File: config.mk
export PLATFORM = sky130hd
export DESIGN_NAME = afc_host
export DESIGN_NICKNAME = d
export VERILOG_FILES = /design/src/afc_pkg.sv /design/src/afc_sync.sv /design/src/afc_host.sv
export SDC_FILE = /design/constraint.sdc
export NUM_CORES = 1
export LEC_CHECK = 0
export BUFFER_PORTS_ARGS = -buffer_cell sky130_fd_sc_hd__buf_4
export CAP_MARGIN = 20
export CORE_AREA = 2 2 120 122
export DETAILED_ROUTE_END_ITERATION = 16
export DIE_AREA = 0 0 122 124
export HOLD_SLACK_MARGIN = 0.02
export MAX_ROUTING_LAYER = met4
export PLACE_DENSITY_LB_ADDON = 0.15
export SLEW_MARGIN = 5
export SYNTH_ARGS = -nofsm -noshare
export SYNTH_HDL_FRONTEND = slang
export SYNTH_SLANG_ARGS = --single-unit
File: constraint.sdc
create_clock -name clk -period 8.1 [get_ports clk]
set_input_delay 1.62 -clock clk [delete_from_list [all_inputs] [get_ports clk]]
set_output_delay 1.62 -clock clk [all_outputs]
set_load 0.02 [all_outputs]
File: src/afc_pkg.sv
`default_nettype none
// ============================================================
// timing and command constants for the flash bus host
package afc_pkg;
    // clock
    localparam int CLK_NS = 8;
    localparam int SYNC_CYC = 2;
    // minimum bus times in ns
    localparam int T_RC_NS = 70;
    localparam int T_WC_NS = 70;
    localparam int T_WP_NS = 30;
    localparam int T_WPH_NS = 30;
    localparam int T_DS_NS = 40;
    localparam int T_OEH_NS = 10;
    localparam int T_BUSY_NS = 90;
    localparam int T_RH_NS = 50;
    localparam int T_RP_NS = 500;
    localparam int T_HQV_NS = 70;
    localparam int T_LQZ_NS = 25;
    // reset and unprotect times in us, erase time in s
    localparam int T_READY_US = 20;
    localparam int T_RSP_US = 4;
    localparam int T_RRB_US = 4;
    localparam int T_SE_S = 1;
    // cycle counts, minimums rounded up
    localparam int C_RC = (T_RC_NS + CLK_NS - 1) / CLK_NS;
    localparam int C_WC = (T_WC_NS + CLK_NS - 1) / CLK_NS;
    localparam int C_WP = (T_WP_NS + CLK_NS - 1) / CLK_NS;
    localparam int C_WPH = (T_WPH_NS + CLK_NS - 1) / CLK_NS;
    localparam int C_DS = (T_DS_NS + CLK_NS - 1) / CLK_NS;
    localparam int C_OEH = (T_OEH_NS + CLK_NS - 1) / CLK_NS;
    localparam int C_BUSY = (T_BUSY_NS + CLK_NS - 1) / CLK_NS;
    localparam int C_RH = (T_RH_NS + CLK_NS - 1) / CLK_NS;
    localparam int C_RP = (T_RP_NS + CLK_NS - 1) / CLK_NS;
    localparam int C_HQV = (T_HQV_NS + CLK_NS - 1) / CLK_NS;
    localparam int C_LQZ = (T_LQZ_NS + CLK_NS - 1) / CLK_NS;
    localparam int C_READY = (T_READY_US * 1000 + CLK_NS - 1) / CLK_NS;
    localparam int C_RSP = (T_RSP_US * 1000 + CLK_NS - 1) / CLK_NS;
    localparam int C_RRB = (T_RRB_US * 1000 + CLK_NS - 1) / CLK_NS;
    localparam int C_SE = T_SE_S * 1000000000 / CLK_NS;
    // derived phase lengths
    localparam int C_RD = C_RC + SYNC_CYC;
    localparam int C_WL = (C_WP > C_DS) ? C_WP : C_DS;
    localparam int C_WH = (C_WPH > C_WC - C_WL) ? C_WPH : C_WC - C_WL;
    localparam int C_BW = C_BUSY + SYNC_CYC;
    localparam int C_RLO = (C_READY > C_RP) ? C_READY : C_RP;
    localparam int ERASE_MARGIN = 4;
    localparam int PROG_STEPS = 4;
    // user commands
    typedef enum logic [2:0] {
        AFC_READ = 3'h0,
        AFC_WRITE = 3'h1,
        AFC_PROG = 3'h2,
        AFC_POLL = 3'h3,
        AFC_WAITR = 3'h4,
        AFC_RESET = 3'h5,
        AFC_WIDTH = 3'h6,
        AFC_UNPROT = 3'h7
    } afc_cmd_e;
    // controller states, gray along the usual path
    typedef enum logic [3:0] {
        ST_IDLE = 4'h0,
        ST_RD = 4'h1,
        ST_OEH = 4'h3,
        ST_WRLO = 4'h2,
        ST_WRHI = 4'h6,
        ST_BUSYW = 4'h7,
        ST_SETTLE = 4'h5,
        ST_RSTLO = 4'h4,
        ST_RSTHI = 4'hC
    } afc_state_e;
endpackage
`default_nettype wire

File: src/afc_sync.sv
`default_nettype none
// ============================================================
// two flop synchroniser for pin inputs
module afc_sync #(
    parameter int W = 1
) (
    // clock and reset
    input wire logic clk,
    input wire logic sys_rst,
    // data
    input wire logic [W-1:0] d,
    output logic [W-1:0] q
);
    typedef struct packed {
        logic [W-1:0] s1;
        logic [W-1:0] s2;
    } afc_sync_s;
    afc_sync_s r_r;
    afc_sync_s r_nxt;
    // first stage feeds only the second
    always_comb begin
        r_nxt.s1 = d;
        r_nxt.s2 = r_r.s1;
    end
    // registers
    always_ff @(posedge clk) begin
        if (sys_rst) begin
            r_r <= '0;
        end else begin
            r_r <= r_nxt;
        end
    end
    assign q = r_r.s2;
endmodule
`default_nettype wire

File: src/afc_host.sv
`default_nettype none
module afc_host import afc_pkg::*; #(
    parameter int AW = 21,
    parameter int DW = 16,
    parameter logic [31:0] TIMEOUT_CYC = 32'(C_SE * ERASE_MARGIN),
    parameter logic [AW-1:0] UNLK_ADDR1 = AW'(16'h0555),
    parameter logic [AW-1:0] UNLK_ADDR2 = AW'(16'h02AA),
    parameter logic [DW-1:0] UNLK_DATA1 = DW'(8'hAA),
    parameter logic [DW-1:0] UNLK_DATA2 = DW'(8'h55),
    parameter logic [DW-1:0] PROG_CODE = DW'(8'hA0)
) (
    // clock and reset
    input wire logic clk,
    input wire logic sys_rst,
    // user request
    input wire logic req,
    input wire logic [2:0] cmd,
    input wire logic [AW-1:0] addr,
    input wire logic [DW-1:0] wdata,
    // user answer
    output logic [DW-1:0] rdata,
    output logic done,
    output logic err,
    output logic busy,
    // flash control pins
    output logic flash_ce_n,
    output logic flash_oe_n,
    output logic flash_we_n,
    output logic flash_rst_n,
    output logic flash_byte_n,
    output logic flash_vid_en,
    // flash address and data pins
    output logic [AW-1:0] flash_addr,
    output logic [DW-1:0] flash_dq_o,
    output logic flash_dq_oe,
    input wire logic [DW-1:0] flash_dq_i,
    input wire logic ready_busy_flag
);
    typedef struct packed {
        afc_state_e st;
        afc_cmd_e cmd;
        logic [31:0] cnt;
        logic [1:0] step;
        logic arg;
        logic ce_n;
        logic oe_n;
        logic we_n;
        logic rst_n;
        logic byte_n;
        logic vid_en;
        logic dq_oe;
        logic [AW-1:0] addr;
        logic [DW-1:0] dq_o;
        logic [AW-1:0] uaddr;
        logic [DW-1:0] udata;
        logic [DW-1:0] rdata;
        logic done;
        logic err;
        logic busy;
    } afc_host_s;

    afc_host_s r_r;
    afc_host_s r_nxt;
    logic [DW:0] pin_s;
    logic rdy_s;
    logic [DW-1:0] dq_s;

    // ============================================================
    // pin input synchronisers
    afc_sync #(.W(DW + 1)) u_sync (
        .clk(clk),
        .sys_rst(sys_rst),
        .d({ready_busy_flag, flash_dq_i}),
        .q(pin_s)
    );
    assign rdy_s = pin_s[DW];
    assign dq_s = pin_s[DW-1:0];

    // address and data of one step of the program sequence
    function automatic logic [AW+DW-1:0] prog_word(input logic [1:0] s,
            input logic [AW-1:0] a, input logic [DW-1:0] d);
        logic [AW+DW-1:0] w;
        w = {a, d};
        unique case (s)
            2'h0: w = {UNLK_ADDR1, UNLK_DATA1};
            2'h1: w = {UNLK_ADDR2, UNLK_DATA2};
            2'h2: w = {UNLK_ADDR1, PROG_CODE};
            2'h3: w = {a, d};
        endcase
        return w;
    endfunction

    // ============================================================
    // bus sequencer
    always_comb begin
        r_nxt = r_r;
        r_nxt.done = 1'b0;
        r_nxt.err = 1'b0;
        if (r_r.cnt != 32'h0) begin
            r_nxt.cnt = r_r.cnt - 32'h1;
        end
        unique case (r_r.st)
            ST_IDLE: begin
                if (req) begin
                    r_nxt.cmd = afc_cmd_e'(cmd);
                    r_nxt.uaddr = addr;
                    r_nxt.udata = wdata;
                    r_nxt.arg = wdata[0];
                    r_nxt.step = 2'h0;
                    unique case (afc_cmd_e'(cmd))
                        AFC_READ, AFC_POLL: begin
                            if (cmd == AFC_READ && !rdy_s) begin
                                r_nxt.done = 1'b1;
                                r_nxt.err = 1'b1;
                            end else begin
                                r_nxt.st = ST_RD;
                                r_nxt.ce_n = 1'b0;
                                r_nxt.oe_n = 1'b0;
                                r_nxt.addr = addr;
                                r_nxt.cnt = 32'(C_RD - 1);
                            end
                        end
                        AFC_WRITE, AFC_PROG: begin
                            if (cmd == AFC_PROG && !rdy_s) begin
                                r_nxt.done = 1'b1;
                                r_nxt.err = 1'b1;
                            end else begin
                                r_nxt.st = ST_WRLO;
                                r_nxt.ce_n = 1'b0;
                                r_nxt.we_n = 1'b0;
                                r_nxt.dq_oe = 1'b1;
                                {r_nxt.addr, r_nxt.dq_o} =
                                    (cmd == AFC_PROG) ?
                                    prog_word(2'h0, addr, wdata) :
                                    {addr, wdata};
                                r_nxt.cnt = 32'(C_WL - 1);
                            end
                        end
                        AFC_WAITR: begin
                            r_nxt.st = ST_BUSYW;
                            r_nxt.cnt = 32'(C_BW - 1);
                        end
                        AFC_RESET: begin
                            r_nxt.st = ST_RSTLO;
                            r_nxt.rst_n = 1'b0;
                            r_nxt.cnt = 32'(C_RLO - 1);
                        end
                        AFC_WIDTH: begin
                            r_nxt.st = ST_SETTLE;
                            r_nxt.byte_n = wdata[0];
                            r_nxt.cnt = wdata[0] ? 32'(C_HQV - 1)
                                                 : 32'(C_LQZ - 1);
                        end
                        AFC_UNPROT: begin
                            if (wdata[0]) begin
                                r_nxt.st = ST_SETTLE;
                                r_nxt.vid_en = 1'b1;
                                r_nxt.cnt = 32'(C_RSP - 1);
                            end else begin
                                r_nxt.st = ST_BUSYW;
                                r_nxt.step = 2'h1;
                                r_nxt.cnt = TIMEOUT_CYC - 32'h1;
                            end
                        end
                    endcase
                end
            end
            ST_RD: begin
                if (r_r.cnt == 32'h0) begin
                    r_nxt.rdata = dq_s;
                    r_nxt.ce_n = 1'b1;
                    r_nxt.oe_n = 1'b1;
                    if (r_r.cmd == AFC_POLL) begin
                        r_nxt.st = ST_OEH;
                        r_nxt.cnt = 32'(C_OEH - 1);
                    end else begin
                        r_nxt.st = ST_IDLE;
                        r_nxt.done = 1'b1;
                    end
                end
            end
            ST_OEH: begin
                if (r_r.cnt == 32'h0) begin
                    r_nxt.st = ST_IDLE;
                    r_nxt.done = 1'b1;
                end
            end
            ST_WRLO: begin
                if (r_r.cnt == 32'h0) begin
                    r_nxt.st = ST_WRHI;
                    r_nxt.we_n = 1'b1;
                    r_nxt.cnt = 32'(C_WH - 1);
                end
            end
            ST_WRHI: begin
                if (r_r.cnt == 32'h0) begin
                    if (r_r.cmd == AFC_PROG && r_r.step != 2'h3) begin
                        r_nxt.st = ST_WRLO;
                        r_nxt.step = r_r.step + 2'h1;
                        r_nxt.we_n = 1'b0;
                        {r_nxt.addr, r_nxt.dq_o} = prog_word(
                            r_r.step + 2'h1, r_r.uaddr, r_r.udata);
                        r_nxt.cnt = 32'(C_WL - 1);
                    end else begin
                        r_nxt.ce_n = 1'b1;
                        r_nxt.dq_oe = 1'b0;
                        if (r_r.cmd == AFC_PROG) begin
                            r_nxt.st = ST_BUSYW;
                            r_nxt.step = 2'h0;
                            r_nxt.cnt = 32'(C_BW - 1);
                        end else begin
                            r_nxt.st = ST_IDLE;
                            r_nxt.done = 1'b1;
                        end
                    end
                end
            end
            ST_BUSYW: begin
                if (r_r.step == 2'h0) begin
                    if (r_r.cnt == 32'h0) begin
                        r_nxt.step = 2'h1;
                        r_nxt.cnt = TIMEOUT_CYC - 32'h1;
                    end
                end else if (rdy_s) begin
                    if (r_r.cmd == AFC_UNPROT) begin
                        r_nxt.st = ST_SETTLE;
                        r_nxt.cnt = 32'(C_RRB - 1);
                    end else begin
                        r_nxt.st = ST_IDLE;
                        r_nxt.done = 1'b1;
                    end
                end else if (r_r.cnt == 32'h0) begin
                    r_nxt.st = ST_IDLE;
                    r_nxt.done = 1'b1;
                    r_nxt.err = 1'b1;
                end
            end
            ST_SETTLE: begin
                if (r_r.cnt == 32'h0) begin
                    if (r_r.cmd == AFC_UNPROT && !r_r.arg) begin
                        r_nxt.vid_en = 1'b0;
                    end
                    r_nxt.st = ST_IDLE;
                    r_nxt.done = 1'b1;
                end
            end
            ST_RSTLO: begin
                if (r_r.cnt == 32'h0) begin
                    r_nxt.st = ST_RSTHI;
                    r_nxt.rst_n = 1'b1;
                    r_nxt.cnt = 32'(C_RH - 1);
                end
            end
            ST_RSTHI: begin
                if (r_r.cnt == 32'h0) begin
                    r_nxt.st = ST_IDLE;
                    r_nxt.done = 1'b1;
                end
            end
            default: begin
                r_nxt.st = ST_IDLE;
            end
        endcase
        // busy registered with the state it follows
        r_nxt.busy = (r_nxt.st != ST_IDLE);
    end

    // state register, ce_n oe_n we_n rst_n byte_n idle high after reset
    always_ff @(posedge clk) begin
        if (sys_rst) begin
            r_r <= '0;
            r_r.st <= ST_IDLE;
            r_r.ce_n <= 1'b1;
            r_r.oe_n <= 1'b1;
            r_r.we_n <= 1'b1;
            r_r.rst_n <= 1'b1;
            r_r.byte_n <= 1'b1;
        end else begin
            r_r <= r_nxt;
        end
    end

    // outputs straight from the state register
    assign rdata = r_r.rdata;
    assign done = r_r.done;
    assign err = r_r.err;
    assign busy = r_r.busy;
    assign flash_ce_n = r_r.ce_n;
    assign flash_oe_n = r_r.oe_n;
    assign flash_we_n = r_r.we_n;
    assign flash_rst_n = r_r.rst_n;
    assign flash_byte_n = r_r.byte_n;
    assign flash_vid_en = r_r.vid_en;
    assign flash_addr = r_r.addr;
    assign flash_dq_o = r_r.dq_o;
    assign flash_dq_oe = r_r.dq_oe;

    // ============================================================
    // checks
    logic [15:0] rlo_cnt;
    logic [15:0] vid_cnt;
    always_ff @(posedge clk) begin
        if (sys_rst) begin
            rlo_cnt <= 16'h0;
            vid_cnt <= 16'h0;
        end else begin
            rlo_cnt <= r_r.rst_n ? 16'h0 : rlo_cnt + 16'h1;
            vid_cnt <= !r_r.vid_en ? 16'h0 :
                       (vid_cnt == 16'hFFFF) ? vid_cnt : vid_cnt + 16'h1;
        end
    end
endmodule
`default_nettype wire

# Yosys cells after proc, flatten, opt, wreduce, memory -nomap -nowiden
# Cells that the tools add are included.
[totals]
register_bits = 176
input_bits = 60
[classes]
addsub = 2
eq_ne = 44
n_reduce_logical = 35
muxes = 89
[op_table]
columns = ["cell", "n"]
rows = [
  ["one-hot mux 32 bit (6 select lines)", 2],
  ["two-way mux 32 bit", 10],
  ["one-hot mux 37 bit (4 select lines)", 1],
  ["two-way mux 34 bit", 4],
  ["two-way mux 123 bit", 1],
  ["two-way mux 38 bit", 2],
  ["one-hot mux 38 bit (2 select lines)", 1],
  ["two-way mux 37 bit", 2],
  ["two-way mux 4 bit", 11],
  ["one-hot mux 21 bit (2 select lines)", 1],
  ["logical NOT 32 bit", 1],
  ["nonzero test 32 bit", 1],
  ["subtractor 32 x 1 -> 32 bit (second input constant)", 1],
  ["inequality test 2 bit (second input constant)", 15],
  ["two-way mux 29 bit", 1],
  ["one-hot mux 4 bit (7 select lines)", 1],
  ["two-way mux 1 bit", 27],
  ["one-hot mux 4 bit (6 select lines)", 1],
  ["AND reduction 6 bit", 4],
  ["two-way mux 21 bit", 1],
  ["two-way mux 2 bit", 10],
  ["== test 4 x 3 -> 1 bit (second input constant)", 4],
  ["two-way mux 16 bit", 1],
  ["== test 3 bit (second input constant)", 5],
  ["33 further kinds", 62],
]

# Longest topological paths before layout
[depth]
depth_word = 7
mapped_depth = 13

# Cells and area by module
# From an unflattened synthesis, not the netlist that was laid out.
[unflattened]
cells_unflattened = 1037
area_unflattened_um2 = 8518.2
[by_module_without_submodules]
columns = ["mod", "seq_area_each_um2", "instances", "area_each_um2", "cells_per_inst"]
rows = [
  ["afc_host", 2822.7, 1, 7581.0, 966],
  ["afc_sync", 680.7, 1, 937.1, 71],
]

# Worst setup path after synthesis
# Ideal clock, no wire load.
[synth_path]
kind = "input-to-reg"
startpoint = "input port cmd[2]"
endpoint = "register r_r (netlist bit flash_addr[11])"
path_stages = 6
slack_ps = 4778
arrival_time_ps = 3241
required_ps = 8019
n_path_buf = 2
path_cell_list = "clkbuf_1 > nor3_1 > nor3b_1 > clkbuf_1 > a22oi_1 > a211oi_2"
[synth_via]
elab_chain_len = 6
[synth_rtl]
columns = ["item", "line", "source"]
rows = [
  ["start: declaration", "afc_host.sv:17", "input wire logic [2:0] cmd,"],
  ["== test 3 x 2 -> 1 bit", "afc_host.sv:110, afc_host.sv:124, afc_host.sv:133", ""],
  ["two-way mux 37 bit", "afc_host.sv:133", "(cmd == AFC_PROG) ?"],
  ["two-way mux 38 bit", "afc_host.sv:124", "if (cmd == AFC_PROG && !rdy_s) begin"],
  ["one-hot mux 21 bit (2 select lines)", "afc_host.sv:110", "unique case (afc_cmd_e'(cmd))"],
  ["two-way mux 123 bit", "afc_host.sv:104", "if (req) begin"],
  ["one-hot mux 38 bit (2 select lines)", "afc_host.sv:102", "unique case (r_r.st)"],
  ["end signal: assignment", "afc_host.sv:279", "r_r <= r_nxt;"],
  ["end: declaration", "afc_host.sv:62", "afc_host_s r_r;"],
]
# Parallel ways exist; a longest one is shown, timed or not. The select of a mux whose other input is x is not followed.
# A chain may end at the register's enable or synchronous reset.

# Worst setup path after layout
[layout_path]
startpoint = "register r_r[111] (netlist bit)"
endpoint = "register r_r[103] (netlist bit)"
[layout_via]
elab_chain_len = 6
[layout_rtl]
columns = ["item", "line", "source"]
rows = [
  ["nonzero test 32 bit", "afc_host.sv:99", "if (r_r.cnt != 32'h0) begin"],
  ["two-way mux 32 bit", "afc_host.sv:99", ""],
  ["two-way mux 32 bit (tied with other cells)", "afc_host.sv:124", ""],
  ["one-hot mux 32 bit (6 select lines) (tied with other cells)", "afc_host.sv:110", ""],
  ["two-way mux 123 bit (tied with other cells)", "afc_host.sv:104", ""],
  ["one-hot mux 32 bit (6 select lines) (*)", "afc_host.sv:102", ""],
]
# Every way passes the cells marked *; elsewhere a longest branch is shown, timed or not. The select of a mux whose other input is x is not followed.

==> flow_summary_export.csv <==
group,metric,value,unit
run_status,status,"complete, no violations",
routing,wl_per_cell,16.2,um
floorplan,row_count,43,
sta,fin_worst_skew,10.6,ps
yosys,synth_nets,1095,
sta,setup_viol_count_final,0,
worst_hold_path,min_delay_worst_endpoint,"rdata[6]",
sta,final-max-slew-violation-count,0,
global_routing,grt_pass1_wl,32500,um
routing,dr.pass1.iters,6,
critical_path,reg2reg_to,"r_r[103]",
pwr,pwr-share-clk,0.247,
global_routing,grt_start_max_net_pins,100,
sta,rsz0062_at_grt,"false",
clocking,cts_resized,0,
sta,whs,428,ps
floorplan,ios,123,
finish,syn2layout_area_growth,14.1,%
clocking,clk-insertion-delay-late,430,ps
pwr,p_leak,3.72,nW
yosys,synthCells,1028,
worst_hold_path,hold_class,"register to register",
finish,diodes,0,
yosys,yosys.area.top_type_share,0.416,
clocking,cts_tree,"done",
clocking,ctsHtreeMaxLevel,4,
finish,nNetsFinal,1121,
yosys,syn_area,8430,sq um
critical_path,crit_type,"register to register",
routing,drtIter0Drc,741,
yosys,synth_ff_type,"dfxtp_1",
pwr,vdd_drop_max,0.000348,V
floorplan,fp.dieW,122,um
clocking,clockBufferDepth,2,
finish,final_common_cell,"dfxtp_1",
global_routing,antenna_found_initial,0,
routing,vias,7302,
critical_path,r2r_start,"r_r[111]",
sta,worst_pin_slew,1080,ps
critical_path,cp-start-kind,"register",
yosys,synth_top_area_cell,"dfxtp_1",
yosys,synth_warnings,0,
routing,wl,20200,um
clocking,post_cts_buffers,0,
critical_path,r2r_slack,3670,ps
critical_path,crit_start,"r_r[111]",
yosys,synth_edf_count,0,
clocking,cts.sinks,175,
finish,layout.cells.most_common_list,"175 x dfxtp_1, 136 x nand2_1, 133 x buf_4",
critical_path,worstPathArrival,4730,ps
yosys,synth_seq_cells,175,
run,maxCapViolations,0,
sta,hold_viol,0,
sta,max_freq,0.226,GHz
place,place_inst,1214,
worst_hold_path,holdPathStages,2,
yosys,synth.avg_cell_area,8.20,sq um
clocking,cts-root-buf,"clkbuf_16",
pwr,intPower,2.04,mW
pwr,p_per_area,356,nW/um^2
global_routing,grt_pass1_vias,6600,
place,port_buffers,122,
pwr,p_switching,1.39,mW
yosys,ys_top_cells_by_area,"dfxtp_1 42%, a21oi_1 7.3%, nand2_1 6.1%",
clocking,cts.clk_slew.worst_paths,70,ps
yosys,seq_area_frac_synth,0.416,
pwr,switching_share,0.405,
critical_path,endpoint_kind,"register",
yosys,synthArstFlopShare,0,
routing,via_per_inst,5.86,
routing,drcViolationCount,0,
place,place_ws,3660,ps
clocking,cts_made_buffers,17,
critical_path,reg2reg_depth,10,
place,gp_congestion,0.943,
sta,relSlewSlack,0.280,
yosys,synth_cell_types,64,
pwr,p_comb_frac,0.421,
critical_path,required,8400,ps
sta,finalSetupTns,0,ps
critical_path,crit_fanout,22,
clocking,hold_buffers,0,
worst_hold_path,worstHoldStart,"u_sync.q[6]",
finish,finalNonFillerCells,1247,
floorplan,core,13700,sq um
floorplan,die_h,124,um
sta,fin_crit,4430,ps
routing,antenna_left,0,
sta,setup_ws,3670,ps
place,hpwl,13400,um
finish,drive_above_1_share,0.191,
floorplan,initial_core_util,0.614,
floorplan,die_area,15100,sq um
pwr,pwr-share-seq,0.332,
sta,fin_crit_sh,0.547,
global_routing,grt-ovfl-total,0,
global_routing,grt.total_usage,0.277,
## logic make-up (layout without fill, tap and decap cells)
group / Yosys count / in the layout / share of synthesized area
AOI/OAI and AO/OA: 279 / 279 / 0.216
xor gates and xnor gates: 30 / 30 / 0.0312
adders and majority gates: 7 / 7 / 0.0104
buffers and inverters: 138 / 177 / 0.0909
DFF: 175 / 175 / 0.416
muxes: 15 / 15 / 0.0181
and+or+nand+nor: 384 / 384 / 0.218
## routing by layer
| metal | wire, um | share of wire | GRT usage |
|---|---|---|---|
| met5 | 0 | 0 | - |
| met4 | 546 | 0.027 | 0.110 |
| met3 | 1340 | 0.066 | 0.0527 |
| met2 | 9350 | 0.46 | 0.424 |
| met1 | 8980 | 0.44 | 0.364 |
## registers in the layout (all words and copies together) (netlist names), 16 cells and up
| register | cells |
|---|---|
| flash_dq_o | 16 |
| u_sync.r_nxt | 17 |
| u_sync.q | 17 |
| r_r | 78 |
| flash_addr | 21 |
| rdata | 16 |
## cells in the mapped netlist (4+ instances only)
cell type	n
clkbuf_1	54
a31oi_1	6
xor2_1	8
ha_1	7
nand2b_1	9
a21oi_1	123
nor2b_1	41
nor3_1	30
a211oi_2	17
nand2_1	136
dfxtp_1	175
or3_1	10
a21o_1	7
buf_2	6
a211oi_1	15
nor4_1	11
a22oi_1	19
o31ai_1	5
nand3_1	8
inv_1	10
o41ai_1	4
buf_1	7
o22ai_1	5
xnor2_1	22
buf_6	4
o211ai_1	13
o21ai_0	39
nand4_1	6
mux2i_1	13
or4_1	6
and3_1	5
nor2_1	98
buf_4	56
## through the flow
stage | area, sq um | power, mW | utilization
2_1_floorplan | 8430 | 2.31 | -
3_3_place_gp | 8950 | 2.54 | 0.652
3_5_place_dp | 8950 | 2.57 | 0.652
4_1_cts | 9590 | 3.42 | 0.699
5_1_grt | 9610 | 3.65 | 0.701
6_report | 9610 | 3.42 | 0.701
## how the worst max path moves through the flow
stage and end:
2_1_floorplan flash_addr[11], 3_3_place_gp flash_dq_o[3], 3_5_place_dp flash_dq_o[1], 4_1_cts flash_dq_o[7], 5_1_grt r_r[103], 6_report r_r[103]
## worst max-delay path, stage by stage, from the launching register on
cell	delay (ps)
dfxtp_1	360
or4_4	580
or4_1	800
nor3_4	810
inv_2	390
ha_1	460
o31ai_1	90
o211a_1	140
a2111oi_0	380
o221a_2	250
nor3_1	40
## layout make-up
| class | count | area, sq um |
|---|---|---|
| multi-input combinational | 715 | 4180 |
| inverter | 11 | 41.3 |
| timing repair buffer | 134 | 1030 |
| fill | 1121 | 4110 |
| tap | 180 | 225 |
| clock buffer | 17 | 425 |
| sequential | 175 | 3500 |
| clock inverter | 15 | 214 |
## power groups by stage
stage          Clock (mW)  Combinational [mW]  Sequential [mW]
3_5_place_dp            0                1.42             1.15
6_report            0.845                1.44             1.14
2_1_floorplan           0                1.18             1.13
4_1_cts             0.856                1.43             1.13
3_3_place_gp            0                1.40             1.15
5_1_grt             0.895                1.59             1.16
Power figures use the tool's default switching activity.
